File: config.mk
export PLATFORM = sky130hd
export DESIGN_NAME = tmcs_core
export DESIGN_NICKNAME = d
export VERILOG_FILES = /design/src/pkg/tmcs_pkg.sv /design/src/hw/tmcs_core.sv
export SDC_FILE = /design/constraint.sdc
export NUM_CORES = 1
export LEC_CHECK = 0
export ABC_AREA = 1
export BUFFER_PORTS_ARGS = -buffer_cell sky130_fd_sc_hd__buf_2
export CAP_MARGIN = 20
export CORE_MARGIN = 4
export CORE_UTILIZATION = 45
export CTS_BUF_LIST = sky130_fd_sc_hd__clkbuf_8
export DETAILED_ROUTE_END_ITERATION = 10
export PLACE_DENSITY = 0.79
export SYNTH_ARGS = -nofsm -noshare
export SYNTH_HDL_FRONTEND = slang
export SYNTH_SLANG_ARGS = --single-unit
File: constraint.sdc
create_clock -name clk -period 1.3 [get_ports clk]
set_clock_uncertainty 0.05 [all_clocks]
set_input_delay 0.195 -clock clk [delete_from_list [all_inputs] [get_ports clk]]
set_output_delay 0.195 -clock clk [all_outputs]
set_load 0.02 [all_outputs]
File: src/pkg/tmcs_pkg.sv
`default_nettype none
package tmcs_pkg;
  // register indices, byte address is four times the index
  localparam logic [3:0] IDX_CTRL   = 4'h3;
  localparam logic [3:0] IDX_CMD    = 4'h4;
  localparam logic [3:0] IDX_STATUS = 4'h5;
  localparam logic [3:0] IDX_ADDR   = 4'h7;
  localparam logic [3:0] IDX_DATA   = 4'h8;
  // control register fields
  localparam int CTRL_READ_IRQ_ENABLE   = 7;
  localparam int CTRL_WRITE_IRQ_ENABLE   = 6;
  localparam int CTRL_ENABLE = 0;
  // command register fields
  localparam int CMD_FLUSH  = 3;
  localparam int CMD_ACK_ACTION = 2;
  localparam int CMD_LSB    = 0;
  // status register fields
  localparam int ST_READ  = 7;
  localparam int ST_WRITE = 6;
  localparam int ST_HOLD  = 5;
  localparam int ST_RECEIVED_ACK_BIT = 4;
  localparam int ST_ARB   = 3;
  localparam int ST_BERR  = 2;
  localparam int ST_BUS   = 0;
  // command codes
  localparam logic [1:0] CMD_NO_ACTION_CODE    = 2'h0;
  localparam logic [1:0] CMD_REPEATED_START_CODE = 2'h1;
  localparam logic [1:0] CMD_XFER     = 2'h2;
  localparam logic [1:0] CMD_STOP     = 2'h3;
  // bus state codes
  localparam logic [1:0] BUS_UNKNOWN = 2'h0;
  localparam logic [1:0] BUS_IDLE    = 2'h1;
  // reset values
  localparam logic [7:0] RST_BYTE = 8'h00;
endpackage
`default_nettype wire

File: src/hw/tmcs_core.sv
// Functional notes
// - master acts on the bus only while its enable bit is one
// - writing one to state-clear gives a one-cycle state-clear pulse; zero does nothing
// - state-clear pulse empties pending address and data registers
// - ack action is a plain read/write bit, 0 ack, 1 nack, applied on use
// - command field is a write strobe and always reads zero
// - code 0 does nothing; code 1 does ack action then repeated start
// - code 2 reads with ack action, or sends a byte when writing
// - code 3 does ack action then a stop condition
// - one command write updates ack action and command together
// - flags clear as side effect of address, data or command access
// - read-complete set on clean byte read after acknowledged address
// - byte read starts on data read or address write with bit 0 set
// - read, write, stretch and arbitration flags clear on writing one
// - write-complete set at end of any address or byte send
// - completion flags raise read and write interrupts when enabled
// - stretch flag reads one while master holds clock low
// - stretch flag clears on w1, address write, data access, valid command
// - read, write and arbitration flags clear on those same accesses
// - received ack bit is read-only, last ack from slave
// - arbitration-lost set when master loses arbitration
// - after arbitration loss an address write clears the flag
// - address write clears every master flag including bus error, unless bus state is unknown: then write and bus error flags are set
// - bus state reads unknown, idle, owner, busy; writing 1 forces idle
//
// Our own choice: register access over Wishbone.
`timescale 1ns/10ps
`default_nettype none
module tmcs_core #(
  parameter int ADR_W = 6
) (
  input  wire logic             clk,
  input  wire logic             rst,
  input  wire logic             ce,
  input  wire logic             wbCyc,
  input  wire logic             wbStb,
  input  wire logic             wbWe,
  input  wire logic [ADR_W-1:0] wbAdr,
  input  wire logic [3:0]       wbSel,
  input  wire logic [31:0]      wbDatIn,
  output logic      [31:0]      wbDatOut,
  output logic                  wbAck,
  input  wire logic             engWriteDone,
  input  wire logic             engReadDone,
  input  wire logic [7:0]       engRxData,
  input  wire logic             engAckIn,
  input  wire logic             engArbLost,
  input  wire logic             engBusErr,
  input  wire logic             engHold,
  input  wire logic [1:0]       engBusState,
  output logic                  masterEn,
  output logic                  flushOut,
  output logic                  cmdStart,
  output logic                  cmdRepStart,
  output logic                  cmdRead,
  output logic                  cmdSend,
  output logic                  cmdStop,
  output logic                  ackSend,
  output logic                  ackLevel,
  output logic                  forceIdle,
  output logic      [7:0]       addrOut,
  output logic      [7:0]       dataOut,
  output logic                  readIrq,
  output logic                  writeIrq
);

  typedef enum logic [1:0] {
    PH_IDLE = 2'b00,
    PH_ADDR = 2'b01,
    PH_XFER = 2'b11,
    PH_STOP = 2'b10
  } tmcs_phase_t;

  typedef struct packed {
    logic        ack;
    logic [7:0]  rdat;
    logic        read_irq_enable;
    logic        write_irq_enable;
    logic        en;
    logic        ackAction;
    logic        readDone;
    logic        writeDone;
    logic        hold;
    logic        received_ack_bit;
    logic        arbitration_lost_flag;
    logic        bus_error_flag;
    logic        addrAcked;
    logic [7:0]  addr;
    logic [7:0]  data;
    tmcs_phase_t phase;
    logic        start;
    logic        repeated_start_code;
    logic        readCmd;
    logic        sendCmd;
    logic        stopCmd;
    logic        ackSend;
    logic        flush;
    logic        forceIdle;
  } tmcs_state_t;

  tmcs_state_t s;
  tmcs_state_t next_s;

  logic       take;
  logic       wr;
  logic       rd;
  logic [3:0] idx;
  logic [7:0] wb;
  logic [1:0] code;
  logic       swClr;
  logic       w1Read;
  logic       w1Write;
  logic       w1Hold;
  logic       w1Arb;
  logic       w1Berr;
  logic       addrWr;
  logic       cleanRead;
  logic [1:0] busShown;
  logic       addrNoBus;

  // sticky flag update, a set in the same cycle beats any clear
  function automatic logic tmcs_sticky(input logic setEv, input logic cur, input logic clrEv);
    return setEv | (cur & ~clrEv);
  endfunction

  // bus decode, byte lane 0 only
  assign take = wbCyc && wbStb && !s.ack;
  assign wr   = take && wbWe && wbSel[0];
  assign rd   = take && !wbWe;
  assign idx  = wbAdr[ADR_W-1:2];
  assign wb   = wbDatIn[7:0];
  assign code = wb[tmcs_pkg::CMD_LSB+:2];
  // disabled master shows unknown bus state
  assign busShown = s.en ? engBusState : tmcs_pkg::BUS_UNKNOWN;

  // next state
  always_comb begin
    next_s           = s;
    next_s.ack       = take;
    next_s.start     = 1'b0;
    next_s.repeated_start_code  = 1'b0;
    next_s.readCmd   = 1'b0;
    next_s.sendCmd   = 1'b0;
    next_s.stopCmd   = 1'b0;
    next_s.ackSend   = 1'b0;
    next_s.flush     = 1'b0;
    next_s.forceIdle = 1'b0;
    swClr            = 1'b0;
    w1Read           = 1'b0;
    w1Write          = 1'b0;
    w1Hold           = 1'b0;
    w1Arb            = 1'b0;
    w1Berr           = 1'b0;
    addrWr           = 1'b0;
    cleanRead        = 1'b0;
    // register reads
    if (rd) begin
      case (idx)
        tmcs_pkg::IDX_CTRL:   next_s.rdat = {s.read_irq_enable, s.write_irq_enable, 5'h00, s.en};
        tmcs_pkg::IDX_CMD:    next_s.rdat = {5'h00, s.ackAction, 2'h0};
        tmcs_pkg::IDX_STATUS: next_s.rdat = {s.readDone, s.writeDone, s.hold, s.received_ack_bit,
                                             s.arbitration_lost_flag, s.bus_error_flag, busShown};
        tmcs_pkg::IDX_ADDR:   next_s.rdat = s.addr;
        tmcs_pkg::IDX_DATA:   next_s.rdat = s.data;
        default:              next_s.rdat = tmcs_pkg::RST_BYTE;
      endcase
    end
    // data read starts next byte read with ack action
    if (rd && idx == tmcs_pkg::IDX_DATA && s.en && s.addr[0]) begin
      swClr          = 1'b1;
      next_s.ackSend = 1'b1;
      next_s.readCmd = 1'b1;
      next_s.phase   = PH_XFER;
    end
    // register writes
    if (wr) begin
      case (idx)
        tmcs_pkg::IDX_CTRL: begin
          next_s.read_irq_enable = wb[tmcs_pkg::CTRL_READ_IRQ_ENABLE];
          next_s.write_irq_enable = wb[tmcs_pkg::CTRL_WRITE_IRQ_ENABLE];
          next_s.en   = wb[tmcs_pkg::CTRL_ENABLE];
        end
        tmcs_pkg::IDX_CMD: begin
          next_s.ackAction = wb[tmcs_pkg::CMD_ACK_ACTION];
          if (wb[tmcs_pkg::CMD_FLUSH]) begin
            next_s.flush = 1'b1;
          end else if (s.en && code != tmcs_pkg::CMD_NO_ACTION_CODE) begin
            swClr = 1'b1;
            case (code)
              tmcs_pkg::CMD_REPEATED_START_CODE: begin
                next_s.ackSend  = 1'b1;
                next_s.repeated_start_code = 1'b1;
                next_s.phase    = PH_ADDR;
              end
              tmcs_pkg::CMD_XFER: begin
                next_s.phase = PH_XFER;
                if (s.addr[0]) begin
                  next_s.ackSend = 1'b1;
                  next_s.readCmd = 1'b1;
                end else begin
                  next_s.sendCmd = 1'b1;
                end
              end
              default: begin
                next_s.ackSend = 1'b1;
                next_s.stopCmd = 1'b1;
                next_s.phase   = PH_STOP;
              end
            endcase
          end
        end
        tmcs_pkg::IDX_STATUS: begin
          w1Read  = wb[tmcs_pkg::ST_READ];
          w1Write = wb[tmcs_pkg::ST_WRITE];
          w1Hold  = wb[tmcs_pkg::ST_HOLD];
          w1Arb   = wb[tmcs_pkg::ST_ARB];
          w1Berr  = wb[tmcs_pkg::ST_BERR];
          next_s.forceIdle = s.en && wb[tmcs_pkg::ST_BUS+:2] == tmcs_pkg::BUS_IDLE;
        end
        tmcs_pkg::IDX_ADDR: begin
          next_s.addr = wb;
          if (s.en) begin
            addrWr           = 1'b1;
            swClr            = 1'b1;
            next_s.addrAcked = 1'b0;
            next_s.phase     = PH_ADDR;
            next_s.start     = engBusState != tmcs_pkg::BUS_UNKNOWN;
          end
        end
        tmcs_pkg::IDX_DATA: begin
          next_s.data = wb;
          if (s.en) begin
            swClr          = 1'b1;
            next_s.sendCmd = 1'b1;
            next_s.phase   = PH_XFER;
          end
        end
        default: begin
        end
      endcase
    end
    // address end tracks slave acknowledge
    if (engWriteDone) begin
      next_s.received_ack_bit = engAckIn;
      if (s.phase == PH_ADDR) begin
        next_s.addrAcked = !engAckIn;
        next_s.phase     = PH_XFER;
      end
    end
    if (engReadDone) begin
      next_s.data = engRxData;
      cleanRead   = s.addrAcked && !s.arbitration_lost_flag && !s.bus_error_flag && !engArbLost && !engBusErr;
    end
    // sticky flags, set wins over clear
    addrNoBus        = addrWr && engBusState == tmcs_pkg::BUS_UNKNOWN;
    next_s.readDone  = tmcs_sticky(cleanRead, s.readDone, swClr | w1Read);
    next_s.writeDone = tmcs_sticky(engWriteDone | addrNoBus, s.writeDone, swClr | w1Write);
    next_s.hold      = tmcs_sticky(engHold, s.hold, swClr | w1Hold);
    next_s.arbitration_lost_flag   = tmcs_sticky(engArbLost, s.arbitration_lost_flag, swClr | w1Arb);
    next_s.bus_error_flag    = tmcs_sticky(engBusErr | addrNoBus, s.bus_error_flag, addrWr | w1Berr);
    // flush or disable empties the master state
    if (next_s.flush || !s.en) begin
      next_s.addr      = tmcs_pkg::RST_BYTE;
      next_s.data      = tmcs_pkg::RST_BYTE;
      next_s.phase     = PH_IDLE;
      next_s.addrAcked = 1'b0;
      next_s.hold      = 1'b0;
      next_s.start     = 1'b0;
      next_s.sendCmd   = 1'b0;
      next_s.readCmd   = 1'b0;
    end
    if (!s.en && wr && idx == tmcs_pkg::IDX_ADDR) begin
      next_s.addr = wb;
    end
  end

  // state register, frozen while ce is low
  always_ff @(posedge clk or posedge rst) begin
    if (rst) begin
      s <= '0;
    end else if (ce) begin
      s <= next_s;
    end
  end

  // outputs straight from state
  assign wbDatOut    = {24'h000000, s.rdat};
  assign wbAck       = s.ack;
  assign masterEn    = s.en;
  assign flushOut    = s.flush;
  assign cmdStart    = s.start;
  assign cmdRepStart = s.repeated_start_code;
  assign cmdRead     = s.readCmd;
  assign cmdSend     = s.sendCmd;
  assign cmdStop     = s.stopCmd;
  assign ackSend     = s.ackSend;
  assign ackLevel    = s.ackAction;
  assign forceIdle   = s.forceIdle;
  assign addrOut     = s.addr;
  assign dataOut     = s.data;
  // interrupt requests from flags and enables
  assign readIrq  = s.readDone & s.read_irq_enable;
  assign writeIrq = s.writeDone & s.write_irq_enable;
endmodule
`default_nettype wire

# --- Yosys cells after proc, flatten, opt, wreduce, memory -nomap -nowiden ---
# Cells that the tools add are included.
word_totals:
  wordCells: 153
  input_bits: 64
  out_inout_bits: 61
  regBits: 46
op_classes:
  eq_ne: 8
  bitwise: 24
  n_mux: 56
  n_reduce_logical: 41
op_table:
  columns: ["op", "n"]
  rows:
  - ["$pmux 8 s5", 1]
  - ["$mux 1", 31]
  - ["$mux 27", 1]
  - ["$mux 8", 3]
  - ["$mux 2", 10]
  - ["$mux 20", 1]
  - ["$logic_and 1x1->1", 17]
  - ["$eq 4x3->1 const B", 3]
  - ["$or 1x1->1", 12]
  - ["$reduce_and 3->1", 4]
  - ["$reduce_bool 3->1", 4]
  - ["$mux 5", 2]
  - ["$mux 9", 1]
  - ["$logic_not 1->1", 8]
  - ["$and 1x1->1", 7]
  - ["$mux 3", 2]
  - ["$pmux 2 s3", 1]
  - ["$not 1->1", 5]
  - ["$eq 2x1->1 const B", 2]
  - ["$eq 4x2->1 const B", 1]
  - ["$eq 4x4->1 const B", 1]
  - ["$pmux 1 s2", 2]
  - ["$pmux 2 s2", 1]
  - ["$reduce_and 2->1", 2]
  - ["5 further kinds", 7]

# --- Longest topological paths before layout ---
# Gate-level depths: netlist of the first run.
logic_depth:
  ltp_word: 17
  ltp_mapped: 12
  depth_no_buf: 12

# --- Worst setup path after synthesis of the first run ---
# Ideal clock, no wire load.
synth_timing:
  kind: "flip-flop to flip-flop"
  startpoint: "reg s, in the netlist masterEn"
  endpoint: "reg s, in the netlist ackSend"
  period_less_slack_ps: 1524
  n_path_buf: 1
  path_slack_ps: -224
  required_ps: 1118
  setup_time_ps: 132
  arrival_ps: 1342
  stages_incl_launch_ff: 11
  cell_sequence: "dfrtp_1 -> buf_4 -> inv_2 -> nor2_1 -> nand2_1 -> inv_2 -> nand3_1 -> o21ai_1 -> nand2_1 -> o21ai_0 -> o21ai_1"
synth_between:
  elab_chain_cells: 9
  word_cells_on_any_way: 10
  cone_classes: "7 x mux; 3 x reduce/logical"
synth_lines:
  columns: ["element", "line", "rtl"]
  rows:
  - ["start: declaration", "tmcs_core.sv:101", "tmcs_state_t s;"]
  - ["start signal: assignment", "tmcs_core.sv:282", "s <= next_s;"]
  - ["$logic_and 1x1->1 (2 in a row)", "tmcs_core.sv:169", "if (rd && idx == tmcs_pkg::IDX_DATA && s.en && s.addr[0]) begin"]
  - ["$mux 1", "tmcs_core.sv:169", null]
  - ["$mux 1", "tmcs_core.sv:197", "if (s.addr[0]) begin"]
  - ["$mux 1", "tmcs_core.sv:189", "case (code)"]
  - ["$mux 5", "tmcs_core.sv:187", "end else if (s.en && code != tmcs_pkg::CMD_NO_ACTION_CODE) begin"]
  - ["$mux 5", "tmcs_core.sv:185", "if (wb[tmcs_pkg::CMD_FLUSH]) begin"]
  - ["$mux 3", "tmcs_core.sv:177", "case (idx)"]
  - ["$mux 27 (*)", "tmcs_core.sv:176", "if (wr) begin"]
# Mark *: on every way between the ends. The rest lies on a longest branch, timed or not. The select of a mux whose other input is x is not followed.
# A chain may end at the register's enable or synchronous reset.

# --- Worst setup path in the final report of the first run ---
layout_timing:
  startpoint: "reg s, in the netlist wbAck"
  endpoint: "reg s[30] (netlist bit)"
layout_between:
  elab_chain_cells: 16
  word_cells_on_any_way: 22
  cone_classes: "9 x mux; 4 x bitwise; 9 x reduce/logical"
layout_lines:
  columns: ["element", "line", "rtl"]
  rows:
  - ["$logic_not 1->1 (*)", "tmcs_core.sv:127", "assign take = wbCyc && wbStb && !s.ack;"]
  - ["$logic_and 1x1->1 (*)", "tmcs_core.sv:127", null]
  - ["$logic_and 1x1->1", "tmcs_core.sv:129", "assign rd = take && !wbWe;"]
  - ["$logic_and 1x1->1 (3 in a row)", "tmcs_core.sv:169", null]
  - ["$mux 1", "tmcs_core.sv:169", null]
  - ["$mux 1", "tmcs_core.sv:187", null]
  - ["$mux 1", "tmcs_core.sv:185", null]
  - ["$pmux 1 s2", "tmcs_core.sv:177", null]
  - ["$mux 1", "tmcs_core.sv:176", null]
  - ["$or 1x1->1", "tmcs_core.sv:258", "next_s.hold = tmcs_sticky(engHold, s.hold, swClr | w1Hold);"]
  - ["$not 1->1", "tmcs_core.sv:123", "return setEv | (cur & ~clrEv);"]
  - ["$and 1x1->1", "tmcs_core.sv:123", null]
  - ["$or 1x1->1", "tmcs_core.sv:123", null]
  - ["$mux 1 (*)", "tmcs_core.sv:262", "if (next_s.flush || !s.en) begin"]
# Marks and branches as above.

==> impl_metrics.toml, run 1 <==
[worst_setup_path]
crit_path_top_delay_cell = "dfrtp_2"
r2r.worst_path.cells = 8
worstPathCellList = "nor2_4 -> nand2_4 -> inv_1 -> nand3_1 -> nand2_2 -> o21bai_1 -> nand2_1 -> nand2_1"
max_stage_delay_ns = 0.43
critPathCaptureType = "flip-flop"
critPathKind = "flip-flop to flip-flop"
timing.critical_path.fanout_max = 7
critPathTopFamily = "simple AND/OR/NAND/NOR gates"
crit_start = "wbAck$_DFFE_PP0P_"
crit_top_cell = "nand2_1"
worstPathRequired_ns = 1.46
r2r_start = "wbAck$_DFFE_PP0P_"
cp_num_buf_inv = 1
arrival_ns = 1.67
worst-path-stages = 8
critPathLaunchType = "flip-flop"

[place]
dp_hpwl_mm = 6.67
io_buffer_count = 71
gp_congestion = 0.951
place_ws_ns = -0.246
place_area_um2 = 3640
placedCellCount = 581

[timing]
rsz0062_at_grt = "true"
slew_viol_final = 0
setup_slack_ns = -0.215
max_clock_freq_mhz = 660
setup_viol = 44
finalCriticalPeriod_ns = 1.51
hold_viol_final = 0
whs_ns = 0.0615
post-route-period-util_pct = 117

[global_routing]
grt_max_degree = 19
grt-ovfl-total = 0
grt_pass1_wl_mm = 14.6
grt_pass1_vias = 3053
track_usage_pct = 22.1
antenna_found_initial = 0

[yosys]
yosysMostFrequentCell = "nand2_1"
synth_edf_count = 0
synthTopCellsByArea = "dfrtp_1, nand2_1, buf_4, nand3_1, inv_1"
synth_cells = 413
ys_ff_latch = 46
async_flop_share_pct = 100
avgSynthCellArea_um2 = 7.34
synthDistinctLibCells = 35
syn-cell-area_um2 = 3030
ys_seq_area_share_pct = 38.0
synthFlopType = "dfrtp_1"
yosys.area.top_type = "dfrtp_1"
netlist_top_cells_count = "nand2_1, buf_4, dfrtp_1"
synthDominantCellAreaShare_pct = 38.0
yosysWarnings = 0

[floorplanning]
die_w_um = 90.1
io_pins = 125
initial_core_util_pct = 47.0
rows = 29
dieArea_um2 = 8120
die_h_um = 90.1
core_region_area_um2 = 6460

[clock_tree]
h-tree-depth = 2
clk_pin_slew_ns = 0.09
cts_tree = "yes"
cts_root_buffer = "clkbuf_8"
cts_buffers = 5
clock_path_buffers = 2
cts.sinks = 46
insertion_delay_ns = 0.31

[routing]
route.detailed.drc = 0
drtPass1Iterations = 5
final_antenna_net_count = 0
drt_iter0_drc = 207
avgViaCountPerCell = 5.09
wl_per_cell_um = 15.2
totalWireLength_mm = 9.16
vias = 3072

[final_layout]
fillerInstances = 543
design_area_um2 = 4100
stdcell_count = 603
synthToLayoutAreaGrowth_pct = 35.1
antenna-diode-count = 0
drive_gt1_share_pct = 42.2
nets = 593

[run_status]
violations = "setup timing"
status = "finished with violations"

[worst_hold_path]
min_from = "engArbLost"
hp-class = "primary input to flip-flop"
holdPathStages = 3

[power_and_ir_drop]
power_density_nw_per_um2 = 747
vdd_drop_max_mv = 0.408
power_leakage_nw = 2.25

[flow_run]
drv_cap = 0
[placed cells by master (no fill, tap or decap), drive strengths merged]
cell type / instances
nor3: 5
o31ai: 3
o2111ai: 1
nor2: 30
nand3: 25
inv: 39
a31oi: 1
clkinvlp: 3
o21bai: 1
clkbuf: 5
ha: 4
a32o: 1
conb: 24
a21oi: 15
nand4: 4
and2: 1
o211ai: 2
o2111a: 1
clkinv: 1
a22o: 1
nand2: 141
o21ai: 35
dlygate4sd3: 1
dfrtp: 46
buf: 136
[state kept, by name, indices dropped and copies added (netlist names)]
| name | cells |
|---|---|
| forceIdle | 1 |
| dataOut | 8 |
| cmdRead | 1 |
| ackSend | 1 |
| masterEn | 1 |
| s | 11 |
| wbAck | 1 |
| flushOut | 1 |
| cmdStart | 1 |
| addrOut | 8 |
| cmdStop | 1 |
| cmdSend | 1 |
| cmdRepStart | 1 |
| ackLevel | 1 |
| wbDatOut | 8 |
[metrics by stage]
stage | power, mW | utilization (%) | TNS [ns]
floorplan | 1.90 | - | -3.08
global placement | 2.05 | 56.3 | -4.52
detailed placement | 2.06 | 56.3 | -5.84
CTS | 3.01 | 60.5 | -4.81
global route | 3.18 | 63.4 | -8.93
finish | 3.06 | 63.4 | -6.43
[layer usage]
metal	track usage, %	up-vias	share of wire (%)
met4	11.7	0	3.1
met2	36.8	149	50
li1	-	1473	-
met3	4.34	23	6.4
met5	0	-	0
met1	26.9	1427	41
[worst reg2reg max path, stage by stage (launching register included)]
cell      delay [ns]
dfrtp_2         0.43
nor2_4          0.11
nand2_4         0.12
inv_1           0.20
nand3_1         0.17
nand2_2         0.14
o21bai_1        0.08
nand2_1         0.06
nand2_1         0.04
[layout make-up]
type                    count  area, µm²  share of cell area [%]
repair inverters            1       6.26                   0.153
inverters                  39        163                    3.97
multi-input cells         295       1660                    40.5
flip-flops and latches     46       1150                    28.2
well taps                  77       96.3                    2.35
repair buffers            137        927                    22.6
clock inverters             3       23.8                   0.580
clock buffers               5       68.8                    1.68
[where the power goes]
group | leakage, nW | switching (mW) | internal, mW | total (mW)
Clock | 0.0408 | 0.549 | 0.385 | 0.934
Sequential | 0.614 | 0.0280 | 1.46 | 1.49
Combinational | 1.60 | 0.401 | 0.234 | 0.636
Total | 2.25 | 0.978 | 2.08 | 3.06
[cells by family (layout without fill, tap and decap cells)]
family / after synthesis / in the layout / share of synthesized area [%]
buf+inv: 96 / 185 / 18.5
flops: 46 / 46 / 38.0
compound gates: 61 / 61 / 12.1
simple gates: 205 / 206 / 29.7
other cells: 1 / 24 / 0.124
fa+ha+maj: 4 / 4 / 1.65
[what timing repair did]
action                     4_1_cts  5_1_grt
hold endpoints to repair        16        0
hold buffers                     1        0
resized for setup               36       38
setup endpoints to repair       44       45
pin swaps                        8        9
setup buffers                    6        5
gates cloned                     1        1
[path summary, 6_finish.rpt]
kind	to	slack (ns)
worst max-delay path	s[30]$_DFFE_PP0P_	-0.21
worst min-delay path	s[28]$_DFFE_PP0P_	0.06
worst max register to register	s[30]$_DFFE_PP0P_	-0.21
worst min register to register	cmdRead$_DFFE_PP0P_	0.44
max in group asynchronous	s[32]$_DFFE_PP0P_	0.39
min in group asynchronous	wbDatOut[2]$_DFFE_PP0P_	0.39
Note: power is estimated with default switching activity, not from simulation.
==> run 2, diff against run 1 <==
--- a/config.mk
+++ b/config.mk
@@ -6,13 +6,13 @@
 export NUM_CORES = 1
 export LEC_CHECK = 0
 export ABC_AREA = 1
-export BUFFER_PORTS_ARGS = -buffer_cell sky130_fd_sc_hd__buf_2
 export CAP_MARGIN = 20
 export CORE_MARGIN = 4
-export CORE_UTILIZATION = 45
+export CORE_UTILIZATION = 60
 export CTS_BUF_LIST = sky130_fd_sc_hd__clkbuf_8
 export DETAILED_ROUTE_END_ITERATION = 10
-export PLACE_DENSITY = 0.79
+export DONT_BUFFER_PORTS = 1
+export PLACE_DENSITY = 0.84
 export SYNTH_ARGS = -nofsm -noshare
 export SYNTH_HDL_FRONTEND = slang
 export SYNTH_SLANG_ARGS = --single-unit
==> impl_metrics.toml, run 2 (synthesized netlist as in run 1, its figures left out) <==
[final_layout]
regMostFlops = "s"
multiInputGateArea_um2 = 1680
nets = 520
fillerInstances = 326
fin_util_pct = 78.2
largest_reg_flops = 11
synthToLayoutAreaGrowth_pct = 24.2
final_common_cell = "nand2_1"
antenna-diode-count = 0
layout_common_cells = "nand2_1, buf_4, dfrtp_1, inv_1, conb_1"
register_area_um2 = 1150
drive_gt1_share_pct = 33.1
design_area_um2 = 3770

[global_routing]
grt_max_degree = 31
track_usage_pct = 28.1
grt-ovfl-total = 0
antenna_found_initial = 0
grt_pass1_wl_mm = 13.6
grt_pass1_vias = 2756

[worst_setup_path]
crit_top_cell = "nand2_4"
timing.critical_path.fanout_max = 8
worstPathCellList = "nor2_4 -> nand2_4 -> a21oi_4 -> nand2_4 -> nand2_8 -> buf_4 -> nor2_1 -> a21oi_1"
critPathLaunchType = "flip-flop"
crit_path_top_delay_cell = "dfrtp_2"
worstPathRequired_ns = 1.50
arrival_ns = 1.83
critPathKind = "flip-flop to flip-flop"
max_stage_delay_ns = 0.43
critPathCaptureType = "flip-flop"

[power_and_ir_drop]
p_int_mw = 2.03
p_total_mw = 3.00
power_density_nw_per_um2 = 795
p_comb_share_pct = 17.8
vdd_drop_max_mv = 0.624
clock_power_share_pct = 31.7
power_leakage_nw = 1.94
seqPwrFrac_pct = 50.5
sw_frac_of_total_pct = 32.2
p_sw_uw = 963

[run_status]
violations = "setup timing"
status = "finished with violations"

[clock_tree]
cts_buffers = 5
insertion_delay_ns = 0.32
clock_path_buffers = 2
cts.sinks = 46
cts_root_buffer = "clkbuf_8"
h-tree-depth = 2
cts_tree = "yes"
clk_pin_slew_ns = 0.10

[place]
place_area_um2 = 3170
gp_congestion = 0.943
io_buffer_count = 0
dp_hpwl_mm = 6.14

[floorplanning]
die_w_um = 79.1
io_pins = 125
core_region_area_um2 = 4820
rows = 25
initial_core_util_pct = 63.0
dieArea_um2 = 6260
die_h_um = 79.1

[routing]
drtPass1Iterations = 5
avgViaCountPerCell = 5.99
wl_per_cell_um = 19.6
drt_iter0_drc = 450
route.detailed.drc = 0
vias = 3117
totalWireLength_mm = 10.2
final_antenna_net_count = 0

[worst_hold_path]
hp-class = "primary input to flip-flop"

[timing]
setup_slack_ns = -0.331
rsz0062_at_grt = "true"
max_clock_freq_mhz = 613
slew_viol_final = 0
finalCriticalPeriod_ns = 1.63
hold_viol_final = 0
setup_viol = 44
post-route-period-util_pct = 125

[flow_run]
drv_cap = 0
run 2: changes by cell type in the layout (fill, tap and decap cells not counted), moves of 3 or more:
cell	change
dlygate4sd3_1	+8
buf_2	-70
nor2_2	-3
nand2_1	-10
nand2_2	+8
buf_4	-9
nand2_4	+4
run 2: path summary, 6_finish.rpt:
kind                                          endpoint              start  slack (ns)  cells after the start
worst min-delay path                 s[29]$_DFFE_PP0P_           engAckIn       0.004                      2
min in group asynchronous          cmdSend$_DFFE_PP0P_                rst        0.30                      2
max in group asynchronous       addrOut[4]$_DFFE_PP0P_                rst        0.42                      3
worst max register to register  addrOut[7]$_DFFE_PP0P_  wbAck$_DFFE_PP0P_       -0.33                      8
worst max-delay path            addrOut[7]$_DFFE_PP0P_  wbAck$_DFFE_PP0P_       -0.33                      8
worst min register to register        s[9]$_DFFE_PP0P_   s[9]$_DFFE_PP0P_        0.48                      2
run 2: layout make-up:
cell class,count,area share (%)
inverter,39,4.25
timing repair buffer,65,15.7
sequential,46,30.6
clock buffer,5,1.83
multi-input combinational,295,44.7
tap,67,2.23
clock inverter,3,0.664
run 2: critical path: cells and delay by family, from the launching register on:
family / cells / cell delay (ns)
AO/OA/AOI/OAI: 2 / 0.41
buffers and inverters: 1 / 0.13
AND/OR/NAND/NOR: 5 / 0.54
flip-flops: 1 / 0.43
run 2: timing repair:
| action | CTS | global route |
|---|---|---|
| hold endpoints to repair | 24 | 0 |
| setup buffers | 9 | 4 |
| gates cloned | 1 | 1 |
| gates resized for setup | 44 | 38 |
| setup endpoints to repair | 44 | 44 |
| hold buffers | 9 | 0 |
| pin swaps | 5 | 12 |
run 2: power by group through the flow:
| stage | registers, mW | clock network [mW] | logic (mW) |
|---|---|---|---|
| global route | 1.52 | 1.01 | 0.564 |
| finish | 1.51 | 0.951 | 0.533 |
| detailed placement | 1.54 | 0 | 0.391 |
| floorplan | 1.52 | 0 | 0.383 |
| global placement | 1.54 | 0 | 0.384 |
| CTS | 1.51 | 0.945 | 0.465 |
run 2: metal layers:
layer | GRT usage (%) | wire [µm] | up-vias | share of wire (%)
li1 | - | - | 1324 | -
met3 | 8.28 | 1210 | 76 | 12
met1 | 34.9 | 3560 | 1434 | 35
met4 | 11.0 | 633 | 0 | 6.2
met2 | 45.8 | 4790 | 283 | 47
met5 | 0 | 0 | - | 0
run 2: stage by stage:
step / setup slack (ns) / hold slack, ns / setup TNS, ns / cells
6_report: -0.331 / 0.00401 / -8.82 / 520
5_1_grt: -0.380 / 0.0197 / -10.79 / 520
4_1_cts: -0.213 / 0.000370 / -4.61 / 516
3_5_place_dp: -0.244 / 0.0352 / -5.70 / 490
3_3_place_gp: -0.182 / 0.0291 / -4.13 / 490
2_1_floorplan: -0.135 / 0.162 / -3.08 / 436
